<file path="src/common/tile_regs.svh">
// Purpose: Offsets, masks and field positions of the tile status registers
// Assumes: Processor status accesses carry an 8-bit register number
// Notes:   Definitions only
//
// Behaviour
// RULE_01 - Transmit data delay field, reset zero
// RULE_02 - Divider counter sets and clears transmit clock
// RULE_03 - Software writes divide ratio minus one
// RULE_04 - Enable bit connects RGMII to ports
// RULE_05 - Dynamic mode divides only while threads paused
// RULE_06 - Bit four enables low-power clock divider
// RULE_07 - Bit two selects UTMI, else ULPI
// RULE_08 - Bit one enables ULPI support module
// RULE_09 - Boot status read-only, processor number field
// RULE_10 - Boot status flags RAM and JTAG boot
// RULE_11 - Boot status shows sampled PLL mode pins
// RULE_12 - Boot status bit five: second core powered
// RULE_13 - Security word loaded from OTP
// RULE_14 - Bit thirty-one set refuses security writes
// RULE_15 - Bit fourteen blocks global debug
// RULE_16 - Bit zero blocks JTAG debug port
// RULE_17 - Master and per-sector OTP lock bits
// RULE_18 - OTP boot override; PLL JTAG block
// RULE_19 - Four free-running oscillators drive own counters
// RULE_20 - Control bits start core and peripheral oscillators
// RULE_21 - Read counters after ten stopped cycles
// RULE_22 - 16-bit counts survive system reset
// RULE_23 - Reached only by processor status accesses
// RULE_24 - Reserved bits read zero, ignore writes
`ifndef TILE_REGS_SVH
`define TILE_REGS_SVH

// ****************************************
// Register numbers
// ****************************************
`define OFF_TILE_CTRL   8'h02
`define OFF_BOOT_STAT   8'h03
`define OFF_SEC_CFG     8'h05
`define OFF_OSC_CTRL    8'h06
`define OFF_OSC_CELL    8'h07
`define OFF_OSC_WIRE    8'h08

// ****************************************
// Writable bit masks and reset values
// ****************************************
`define MASK_TILE_CTRL  32'h03FF_FF36
`define MASK_SEC_CFG    32'h8000_5FB1
`define MASK_OSC_CTRL   32'h0000_0003
`define RST_WORD        32'h0000_0000
`define RST_CNT         16'h0000

// ****************************************
// Field positions
// ****************************************
`define TC_DELAY        25:18
`define TC_DIV          17:9
`define TC_RGMII_EN     8
`define TC_DYN          5
`define TC_LP_EN        4
`define TC_UTMI         2
`define TC_ULPI_EN      1
`define SC_LOCK         31
`define SC_GDBG         14
`define SC_OTP_ALL      12
`define SC_OTP_SECT     11:8
`define SC_OTP_RED      7
`define SC_OTP_BOOT     5
`define SC_PLL_JTAG     4
`define SC_JTAG_TAP     0
`define OC_CORE         1
`define OC_PERIPH       0

`endif

</file>
<file path="src/common/tile_pkg.sv">
// Purpose: Types shared by the tile status register bank
// Assumes: None
// Notes:   Constants live in tile_regs.svh
package tile_pkg;
   // Processor status request, one cycle wide
   typedef struct packed {
      logic        wr;
      logic        rd;
      logic [7:0]  addr;
      logic [31:0] wdata;
   } ps_req_s;
endpackage : tile_pkg

</file>
<file path="src/tile_control_status_regs.sv">
// Purpose: Processor status register bank of one tile
// Assumes: clock_i is the PLL output at 50 MHz
// Notes:   Ring oscillator ticks arrive from free-running cells
`timescale 1ns/1ps
`default_nettype none
`include "tile_regs.svh"

module tile_control_status_regs
   import tile_pkg::*;
#(
   parameter int OSC_N   = 4,
   parameter int CNT_W   = 16
) (
   // Clock and resets
   input  wire logic              clock_i,
   input  wire logic              arst_n_i,
   input  wire logic              por_arst_n_i,
   // Processor status access
   input  wire ps_req_s           ps_req_i,
   output logic [31:0]            ps_rdata_o,
   output logic                   ps_ack_o,
   output logic                   ps_err_o,
   // Boot status sources
   input  wire logic [7:0]        proc_num_i,
   input  wire logic              boot_from_ram_i,
   input  wire logic              boot_from_jtag_i,
   input  wire logic [1:0]        pll_mode_pin_value_i,
   input  wire logic              second_core_powered_i,
   input  wire logic              otp_no_poll_i,
   // OTP security word load
   input  wire logic              otp_load_i,
   input  wire logic [31:0]       otp_word_i,
   // Thread state and oscillator ticks
   input  wire logic              threads_paused_i,
   input  wire logic [OSC_N-1:0]  osc_tick_i,
   // RGMII, low-power divider and USB controls
   output logic                   rgmii_txclk_o,
   output logic [7:0]             rgmii_tx_delay_o,
   output logic                   rgmii_ports_connect_o,
   output logic                   lp_divide_active_o,
   output logic                   utmi_select_o,
   output logic                   ulpi_module_enable_o,
   // Security controls
   output logic                   global_debug_block_o,
   output logic                   jtag_tap_block_o,
   output logic                   otp_master_lock_o,
   output logic [3:0]             otp_sector_lock_o,
   output logic                   otp_redundancy_o,
   output logic                   boot_from_otp_o,
   output logic                   pll_jtag_block_o
);

   // ****************************************
   // Declarations
   // ****************************************
   logic [31:0]       tile_ctrl_ff;
   logic [31:0]       sec_cfg_ff;
   logic [31:0]       osc_ctrl_ff;
   logic [31:0]       boot_stat_ff;
   logic [8:0]        div_cnt_ff;
   logic [1:0]        pin_s1_ff;
   logic [1:0]        pin_s2_ff;
   logic [OSC_N-1:0]  tick_s1_ff;
   logic [OSC_N-1:0]  tick_s2_ff;
   logic [OSC_N-1:0]  tick_s3_ff;
   logic [CNT_W-1:0]  osc_cnt_ff [OSC_N];
   logic [31:0]       nxt_rdata;
   logic              nxt_err;
   logic              wr_ctrl;
   logic              wr_sec;
   logic              wr_osc;
   logic [8:0]        div_val;

   // Write strobes per register
   assign wr_ctrl = ps_req_i.wr && (ps_req_i.addr == `OFF_TILE_CTRL);
   assign wr_sec  = ps_req_i.wr && (ps_req_i.addr == `OFF_SEC_CFG);
   assign wr_osc  = ps_req_i.wr && (ps_req_i.addr == `OFF_OSC_CTRL);
   assign div_val = tile_ctrl_ff[`TC_DIV];

   // ****************************************
   // Tile control register
   // ****************************************

   // Writable fields only, reserved bits stay zero
   always_ff @(posedge clock_i or negedge arst_n_i) begin
      if (!arst_n_i) begin
         tile_ctrl_ff <= `RST_WORD;
      end else if (wr_ctrl) begin
         tile_ctrl_ff <= ps_req_i.wdata & `MASK_TILE_CTRL; // [RULE_24] [RULE_01]
      end
   end

   // Static controls presented from flops
   always_ff @(posedge clock_i or negedge arst_n_i) begin
      if (!arst_n_i) begin
         rgmii_tx_delay_o      <= 8'h00;
         rgmii_ports_connect_o <= 1'b0;
         utmi_select_o         <= 1'b0;
         ulpi_module_enable_o  <= 1'b0;
      end else begin
         rgmii_tx_delay_o      <= tile_ctrl_ff[`TC_DELAY];    // [RULE_01]
         rgmii_ports_connect_o <= tile_ctrl_ff[`TC_RGMII_EN]; // [RULE_04]
         utmi_select_o         <= tile_ctrl_ff[`TC_UTMI];     // [RULE_07]
         ulpi_module_enable_o  <= tile_ctrl_ff[`TC_ULPI_EN];  // [RULE_08]
      end
   end

   // Low-power divider gate: static, or only while threads are paused
   always_ff @(posedge clock_i or negedge arst_n_i) begin
      if (!arst_n_i) begin
         lp_divide_active_o <= 1'b0;
      end else begin
         lp_divide_active_o <= tile_ctrl_ff[`TC_LP_EN] &&
            (!tile_ctrl_ff[`TC_DYN] || threads_paused_i); // [RULE_05] [RULE_06]
      end
   end

   // ****************************************
   // RGMII transmit clock divider
   // ****************************************

   // Counter wraps after the programmed ratio minus one
   always_ff @(posedge clock_i or negedge arst_n_i) begin
      if (!arst_n_i) begin
         div_cnt_ff <= 9'h000;
      end else if (div_cnt_ff >= div_val) begin
         div_cnt_ff <= 9'h000; // [RULE_03]
      end else begin
         div_cnt_ff <= div_cnt_ff + 9'h001;
      end
   end

   // Rise at the divider value, fall at half of it
   always_ff @(posedge clock_i or negedge arst_n_i) begin
      if (!arst_n_i) begin
         rgmii_txclk_o <= 1'b0;
      end else if (div_cnt_ff == div_val) begin
         rgmii_txclk_o <= 1'b1; // [RULE_02]
      end else if (div_cnt_ff == (div_val >> 1)) begin
         rgmii_txclk_o <= 1'b0; // [RULE_02]
      end
   end

   // ****************************************
   // Boot status
   // ****************************************

   // Mode pins cross in through two flops
   always_ff @(posedge clock_i or negedge arst_n_i) begin
      if (!arst_n_i) begin
         pin_s1_ff <= 2'b00;
         pin_s2_ff <= 2'b00;
      end else begin
         pin_s1_ff <= pll_mode_pin_value_i;
         pin_s2_ff <= pin_s1_ff;
      end
   end

   // Read-only image rebuilt every cycle
   always_ff @(posedge clock_i or negedge arst_n_i) begin
      if (!arst_n_i) begin
         boot_stat_ff <= `RST_WORD;
      end else begin
         boot_stat_ff <= {8'h00, proc_num_i, 7'h00,      // [RULE_09]
                          sec_cfg_ff[`SC_OTP_BOOT], 2'b00,
                          second_core_powered_i,          // [RULE_12]
                          otp_no_poll_i,
                          boot_from_ram_i, boot_from_jtag_i, // [RULE_10]
                          pin_s2_ff};                     // [RULE_11]
      end
   end

   // ****************************************
   // Security configuration
   // ****************************************

   // OTP load always lands; software writes only while unlocked
   always_ff @(posedge clock_i or negedge arst_n_i) begin
      if (!arst_n_i) begin
         sec_cfg_ff <= `RST_WORD;
      end else if (otp_load_i) begin
         sec_cfg_ff <= otp_word_i & `MASK_SEC_CFG; // [RULE_13]
      end else if (wr_sec && !sec_cfg_ff[`SC_LOCK]) begin
         sec_cfg_ff <= ps_req_i.wdata & `MASK_SEC_CFG; // [RULE_14]
      end
   end

   // Security controls presented from flops
   always_ff @(posedge clock_i or negedge arst_n_i) begin
      if (!arst_n_i) begin
         global_debug_block_o <= 1'b0;
         jtag_tap_block_o     <= 1'b0;
         otp_master_lock_o    <= 1'b0;
         otp_sector_lock_o    <= 4'h0;
         otp_redundancy_o     <= 1'b0;
         boot_from_otp_o      <= 1'b0;
         pll_jtag_block_o     <= 1'b0;
      end else begin
         global_debug_block_o <= sec_cfg_ff[`SC_GDBG];     // [RULE_15]
         jtag_tap_block_o     <= sec_cfg_ff[`SC_JTAG_TAP]; // [RULE_16]
         otp_master_lock_o    <= sec_cfg_ff[`SC_OTP_ALL];  // [RULE_17]
         otp_sector_lock_o    <= sec_cfg_ff[`SC_OTP_SECT]; // [RULE_17]
         otp_redundancy_o     <= sec_cfg_ff[`SC_OTP_RED];
         boot_from_otp_o      <= sec_cfg_ff[`SC_OTP_BOOT]; // [RULE_18]
         pll_jtag_block_o     <= sec_cfg_ff[`SC_PLL_JTAG]; // [RULE_18]
      end
   end

   // ****************************************
   // Ring oscillators
   // ****************************************

   // Run bits for core and peripheral groups
   always_ff @(posedge clock_i or negedge arst_n_i) begin
      if (!arst_n_i) begin
         osc_ctrl_ff <= `RST_WORD;
      end else if (wr_osc) begin
         osc_ctrl_ff <= ps_req_i.wdata & `MASK_OSC_CTRL; // [RULE_20]
      end
   end

   // Ticks cross in; third flop feeds the edge detector
   always_ff @(posedge clock_i or negedge arst_n_i) begin
      if (!arst_n_i) begin
         tick_s1_ff <= '0;
         tick_s2_ff <= '0;
         tick_s3_ff <= '0;
      end else begin
         tick_s1_ff <= osc_tick_i;
         tick_s2_ff <= tick_s1_ff;
         tick_s3_ff <= tick_s2_ff;
      end
   end

   // One counter per oscillator, cleared only at power-on
   for (genvar g = 0; g < OSC_N; g++) begin : g_osc
      logic run;
      assign run = (g < 2) ? osc_ctrl_ff[`OC_CORE] : osc_ctrl_ff[`OC_PERIPH];
      always_ff @(posedge clock_i or negedge por_arst_n_i) begin
         if (!por_arst_n_i) begin
            osc_cnt_ff[g] <= `RST_CNT; // [RULE_22]
         end else if (run && tick_s2_ff[g] && !tick_s3_ff[g]) begin
            osc_cnt_ff[g] <= osc_cnt_ff[g] + 16'h0001; // [RULE_19]
         end
      end
   end

   // ****************************************
   // Read path and answer
   // ****************************************

   // Register number decode for reads
   always_comb begin
      nxt_rdata = `RST_WORD;
      nxt_err   = 1'b0;
      if (ps_req_i.addr == `OFF_TILE_CTRL) begin
         nxt_rdata = tile_ctrl_ff;
      end else if (ps_req_i.addr == `OFF_BOOT_STAT) begin
         nxt_rdata = boot_stat_ff;
      end else if (ps_req_i.addr == `OFF_SEC_CFG) begin
         nxt_rdata = sec_cfg_ff;
         nxt_err   = ps_req_i.wr && sec_cfg_ff[`SC_LOCK]; // [RULE_14]
      end else if (ps_req_i.addr == `OFF_OSC_CTRL) begin
         nxt_rdata = osc_ctrl_ff;
      end else if (ps_req_i.addr == `OFF_OSC_CELL) begin
         nxt_rdata = {16'h0000, osc_cnt_ff[0]}; // [RULE_22] [RULE_24]
      end else if (ps_req_i.addr == `OFF_OSC_WIRE) begin
         nxt_rdata = {16'h0000, osc_cnt_ff[1]}; // [RULE_22]
      end else begin
         nxt_err   = 1'b1; // [RULE_24]
      end
   end

   // Answer one cycle after the access
   always_ff @(posedge clock_i or negedge arst_n_i) begin
      if (!arst_n_i) begin
         ps_rdata_o <= `RST_WORD;
         ps_ack_o   <= 1'b0;
         ps_err_o   <= 1'b0;
      end else begin
         ps_ack_o   <= ps_req_i.wr || ps_req_i.rd; // [RULE_23]
         ps_err_o   <= (ps_req_i.wr || ps_req_i.rd) && nxt_err;
         ps_rdata_o <= ps_req_i.rd ? nxt_rdata : `RST_WORD;
      end
   end

   // ****************************************
   // Assertions
   // ****************************************
   a_delay_field: assert property (@(posedge clock_i) disable iff (!arst_n_i) // [RULE_01]
      wr_ctrl |-> ##2 rgmii_tx_delay_o == $past(ps_req_i.wdata[`TC_DELAY], 2))
      else $error("Transmit delay not taken from write");

   a_txclk_rise: assert property (@(posedge clock_i) disable iff (!arst_n_i) // [RULE_02]
      div_cnt_ff == div_val |=> rgmii_txclk_o)
      else $error("Transmit clock did not rise");

   a_txclk_fall: assert property (@(posedge clock_i) disable iff (!arst_n_i) // [RULE_02]
      (div_cnt_ff == (div_val >> 1)) && (div_cnt_ff != div_val) |=> !rgmii_txclk_o)
      else $error("Transmit clock did not fall");

   a_sec_locked: assert property (@(posedge clock_i) disable iff (!arst_n_i) // [RULE_14]
      wr_sec && sec_cfg_ff[`SC_LOCK] && !otp_load_i |=> $stable(sec_cfg_ff) && ps_err_o)
      else $error("Locked security word changed");

   a_lp_gate: assert property (@(posedge clock_i) disable iff (!arst_n_i) // [RULE_05]
      tile_ctrl_ff[`TC_LP_EN] && tile_ctrl_ff[`TC_DYN] && !threads_paused_i
      |=> !lp_divide_active_o)
      else $error("Dynamic divider active with running threads");

   a_osc_hold: assert property (@(posedge clock_i) disable iff (!arst_n_i) // [RULE_20]
      !osc_ctrl_ff[`OC_CORE] [*4] |=> $stable(osc_cnt_ff[0]))
      else $error("Stopped oscillator count moved");

   a_boot_bits: assert property (@(posedge clock_i) disable iff (!arst_n_i) // [RULE_10]
      1'b1 |=> boot_stat_ff[3:2] == $past({boot_from_ram_i, boot_from_jtag_i})
               && boot_stat_ff[1:0] == $past(pin_s2_ff))
      else $error("Boot status bits wrong");

   a_unmapped: assert property (@(posedge clock_i) disable iff (!arst_n_i) // [RULE_24]
      ps_req_i.rd && ps_req_i.addr > `OFF_OSC_WIRE |=> ps_ack_o && ps_err_o && ps_rdata_o == 32'h0000_0000)
      else $error("Unmapped read answered wrongly");

   a_usb_select: assert property (@(posedge clock_i) disable iff (!arst_n_i) // [RULE_07]
      wr_ctrl |-> ##2 utmi_select_o == $past(ps_req_i.wdata[`TC_UTMI], 2))
      else $error("Transceiver style not applied");

endmodule : tile_control_status_regs
`default_nettype wire

</file>
<file path="config.mk">
export PLATFORM = sky130hd
export DESIGN_NAME = tile_control_status_regs
export DESIGN_NICKNAME = d
export VERILOG_FILES = /design/src/common/tile_pkg.sv /design/src/tile_control_status_regs.sv
export VERILOG_INCLUDE_DIRS = /design/src /design/src/common
export SDC_FILE = /design/constraint.sdc
export NUM_CORES = 1
export LEC_CHECK = 0
export BUFFER_PORTS_ARGS = -buffer_cell sky130_fd_sc_hd__buf_2
export CAP_MARGIN = 20
export CORE_AREA = 2 2 123 125
export DETAILED_ROUTE_END_ITERATION = 6
export DIE_AREA = 0 0 125 127
export PLACE_DENSITY_LB_ADDON = 0.08
export SETUP_SLACK_MARGIN = 0.3
export SKIP_CTS_REPAIR_TIMING = 1
export SLEW_MARGIN = 0
export SYNTH_ARGS = -nofsm -noshare
export SYNTH_HDL_FRONTEND = slang
export SYNTH_SLANG_ARGS = --single-unit
</file>
<file path="constraint.sdc">
create_clock -name clock_i -period 1.73 [get_ports clock_i]
set_clock_uncertainty 0.2 [all_clocks]
set_input_delay 0.173 -clock clock_i [delete_from_list [all_inputs] [get_ports clock_i]]
set_output_delay 0.173 -clock clock_i [all_outputs]
set_load 0.05 [all_outputs]
</file>
Word level (Yosys, flattened, before mapping). Index checks and enable logic that the tools add are counted.

Register bits: 179. Output and inout bits: 57. Memory bits (read-only): 0. Latch bits: 0. Word-level logic and storage cells: 77. Memories: 0. Bits in writable memories: 0.

Add/sub/neg operators: 3. Multiplexer cells: 18. Bitwise operators: 0. Shift-type cells: 0. Divide/modulo/power cells: 0. Multiply operators: 0. Reductions and logical operators: 19. Order comparisons: 1. Eq/ne operators: 8.

Operator list (count): $mux W32 (7); $add A16 B1 Y16 const B (2); $mux W16 (2); $eq A8 B3 Y1 const B (3); $eq A8 B2 Y1 const B (2); $logic_and A1 B1 Y1 (11); $add A9 B1 Y9 const B (1); $eq A9 B8 Y1 (1); $eq A9 B9 Y1 (1); $ge A9 B9 Y1 (1); $mux W9 (1); $eq A8 B4 Y1 const B (1); $mux W1 (8); $logic_not A1 Y1 (4); $reduce_bool A2 Y1 (2); $logic_or A1 B1 Y1 (2).

Depth between registers and ports, before layout.
Depth after elaboration: 8. Mapped depth: 7. Gate-level depth less buffers: 6.

Least setup slack after synthesis. No wires, ideal clock.

Kind: flip-flop to flip-flop. From: register div_cnt_ff[6]. To: register div_cnt_ff[2]. Stages on the path, launching flop included: 6. Slack: -0.107 ns. Library setup time: 0.144 ns. Clock period less this slack: 1.837 ns. Arrival: 1.492 ns. Path through: dfrtp_1 -> ha_1 -> and3_1 -> nand4_1 -> o221ai_1 -> nor2_1.

Word-level cells in the longest chain between the ends: 2.

Ends and longest elaborated chain: start, declared (RTL line tile_control_status_regs.sv:60) `logic [8:0] div_cnt_ff;`; start signal, assigned (RTL line tile_control_status_regs.sv:129) `div_cnt_ff <= div_cnt_ff + 9'h001;`; $ge A9 B9 Y1 (RTL line tile_control_status_regs.sv:126) `end else if (div_cnt_ff >= div_val) begin`; $mux W9 (RTL line tile_control_status_regs.sv:126).

Every way passes these cells. A chain may end at the register's enable or synchronous reset.

Worst setup path after layout.
From: register tile_ctrl_ff[14]. To: register div_cnt_ff[6].

Word-level cells in the longest chain between the ends: 2.

Ends and longest elaborated chain: start, declared (RTL line tile_control_status_regs.sv:56) `logic [31:0] tile_ctrl_ff;`; start signal, assigned (RTL line tile_control_status_regs.sv:87) `` tile_ctrl_ff <= `RST_WORD; ``; start signal, assigned (RTL line tile_control_status_regs.sv:89) `` tile_ctrl_ff <= ps_req_i.wdata & `MASK_TILE_CTRL; ``; $ge A9 B9 Y1 (RTL line tile_control_status_regs.sv:126); $mux W9 (RTL line tile_control_status_regs.sv:126).

Every way passes these cells.

==> flow_summary.toml <==
[status]
status = "finished with violations"
violations = "negative hold slack, negative setup slack"

[cells_and_area]
fillerInstances = 1083
drive_gt1_frac = 0.472
regArea_sq_um = 3810
n_antenna_cell = 0
syn2layout_area_growth_pct = 52.2
nets = 878
multi_input_area_sq_um = 2950
final_cell_area_sq_um = 9700

[grt]
grt_start_max_net_pins = 48
grt_pass1_vias = 4706
antenna_found_initial = 0
grt_first_pass_wirelength_um = 24600
globalRouteOverflowTotal = 0
track_usage = 0.199

[sta]
tns_ns = -0.985
fmax_mhz = 540
setup_viol = 10
slew_violations = 0
finalHoldViolCount = 2
finalWorstPathRequiredPeriod_ns = 1.85
rsz0062_at_grt = "yes"
finalCritPeriodShare = 1.07
hold-worst-slack_ns = -0.0461
setup_slack_ns = -0.123

[die]
coreArea_sq_um = 14400
rows = 44
fp.dieW_um = 125
ios = 154
die_area_sq_um = 15900
die_y_um = 127
start_util = 0.442

[synthesis]
synth.most_common_cell = "dfrtp_1"
yosys.cell_types.count = 58
async_flop_share = 1.00
synth_top_area_cell = "dfrtp_1"
synth_commonest_cells = "dfrtp_1 (152), xnor2_1 (37), nor2_1 (31), nand2_1 (28), mux2_4 (20)"
yosysSeqAreaShare = 0.597
syn_inst = 499
ys_warn_count = 0
netlist_top_cells_area = "dfrtp_1 (60%), xnor2_1 (5.1%), mux2_4 (4.7%)"
netlist.area_leader.share = 0.597
syn_avg_cell_area_sq_um = 12.8
synth_edf_count = 0
synth_area_sq_um = 6370
synth-main-ff-cell = "dfrtp_1"
synth_seq_cells = 152

[clocking]
cts.sinks = 152
cts_tree = "built"
clkTransAtPathRegs_ns = 0.06
htreeDepth = 4
cts_root_buffer = "clkbuf_16"
cts_buffer_depth = 2
cts_made_buffers = 17
insertion_delay_ns = 0.42

[drt]
drt_iter0_drc = 234
post-route-drc-count = 0
wire_per_inst_um = 17.7
vias_per_cell = 5.07
wl_um = 17100
detail-route-antenna-nets = 0
dr.pass1.iters = 4
vias = 4902

[place]
dpl.hpwl_um = 11300
gp_congestion = 0.879
numPortBuffers = 118
placed_area_sq_um = 7670
pre_cts_slack_ns = -0.195

[pwr]
total_power_uw = 9170
p_per_area_nw_per_um2 = 946
peakVddDrop_mv = 0.831
leakagePower_uw = 0.00473

[worst_setup_path]
worstPathRequired_ns = 1.82
cp-start-kind = "flip-flop"
path_max_fanout = 5
crit_type = "reg2reg"
worstSetupEndpointType = "flip-flop"
critPathSlowestCell = "dfrtp_1"
cp_cell_sequence = "inv_2 -> ha_1 -> and3_4 -> nand4_1 -> o221ai_4 -> nor2_1"
worstPathArrival_ns = 1.95
slowest_delay_ns = 0.38

[hold_path]
hold_path_class = "in2reg"

[job]
maxCapViolations = 0
[area by class of cell]
type	instances	share of cell area
clock inverter	13	0.0175
inverter	15	0.00580
clock buffer	19	0.0467
timing repair buffer	267	0.209
tap	184	0.0237
sequential	152	0.393
multi-input combinational	316	0.304
[power by group]
part	internal, uW	switching (uW)	leakage, uW
logic	690	776	0.00244
clock network	2360	1470	0.000301
registers	3740	134	0.00199
total	6790	2380	0.00473
[stage by stage]
step                      utilization  instances
after floorplan                     -        503
after global placement          0.532        846
after global routing            0.673        966
after detailed placement        0.532        846
final                           0.673        966
after CTS                       0.575        878
[layer usage]
layer,wire (um),share of wire,track usage,vias up
li1,-,-,-,2303
met1,7490,0.44,0.261,2469
met2,8650,0.51,0.329,110
met3,721,0.042,0.0490,20
met4,254,0.015,0.0647,0
met5,0,0,0,-
[worst paths after layout]
kind	end	from	cells after the start	slack, ns
hold / removal	sec_cfg_ff[31]$_DFFE_PN0P_	ps_req_i[31]	3	-0.05
hold reg to reg	pin_s2_ff[0]$_DFF_PN0_	pin_s1_ff[0]$_DFF_PN0_	0	0.15
min in group asynchronous	rgmii_tx_delay_o[4]$_DFF_PN0_	arst_n_i	2	0.02
setup reg to reg	div_cnt_ff[6]$_DFF_PN0_	tile_ctrl_ff[14]$_DFFE_PN0P_	6	-0.12
setup / recovery	div_cnt_ff[6]$_DFF_PN0_	tile_ctrl_ff[14]$_DFFE_PN0P_	6	-0.12
max in group asynchronous	osc_ctrl_ff[1]$_DFFE_PN0P_	arst_n_i	3	0.71
[registers in the layout, indices dropped and copies added, names as in the netlist, 2 cells and up]
name,cells
boot_stat_ff,15
div_cnt_ff,9
osc_cnt_ff,32
osc_ctrl_ff,2
otp_sector_lock_o,4
pin_s1_ff,2
pin_s2_ff,2
ps_rdata_o,27
rgmii_tx_delay_o,8
sec_cfg_ff,11
tick_s1_ff,2
tick_s2_ff,2
tick_s3_ff,2
tile_ctrl_ff,22
[worst max-delay path, delay by kind of cell, from the launching register on]
kind	cells	cell delay [ns]
AOI/OAI and AO/OA	1	0.33
adders and majority gates	1	0.27
buffers and inverters	1	0.05
DFF	1	0.38
and+or+nand+nor	3	0.50
[cell families after synthesis]
kind of cell / after synthesis / share of synthesized area
adders and majority gates: 12 / 0.0236
and+or+nand+nor: 132 / 0.115
buffers and inverters: 36 / 0.0308
AOI/OAI and AO/OA: 73 / 0.0789
muxes: 47 / 0.0915
other: 1 / 0.000588
xor gates and xnor gates: 46 / 0.0632
DFF: 152 / 0.597
[cell usage in the layout, fill, tap and decap left out, drive strengths merged, types with 11 or more instances in the layout]
master	n
xnor2	37
mux2i	17
buf	203
ha	12
nor2	32
mux2	30
nand2	29
a22oi	14
o21ai	16
dfrtp	152
inv	17
clkbuf	23
dlygate4sd3	60
nand3	15
a21oi	11
nand4	12
(Power assumes the default switching activity.)
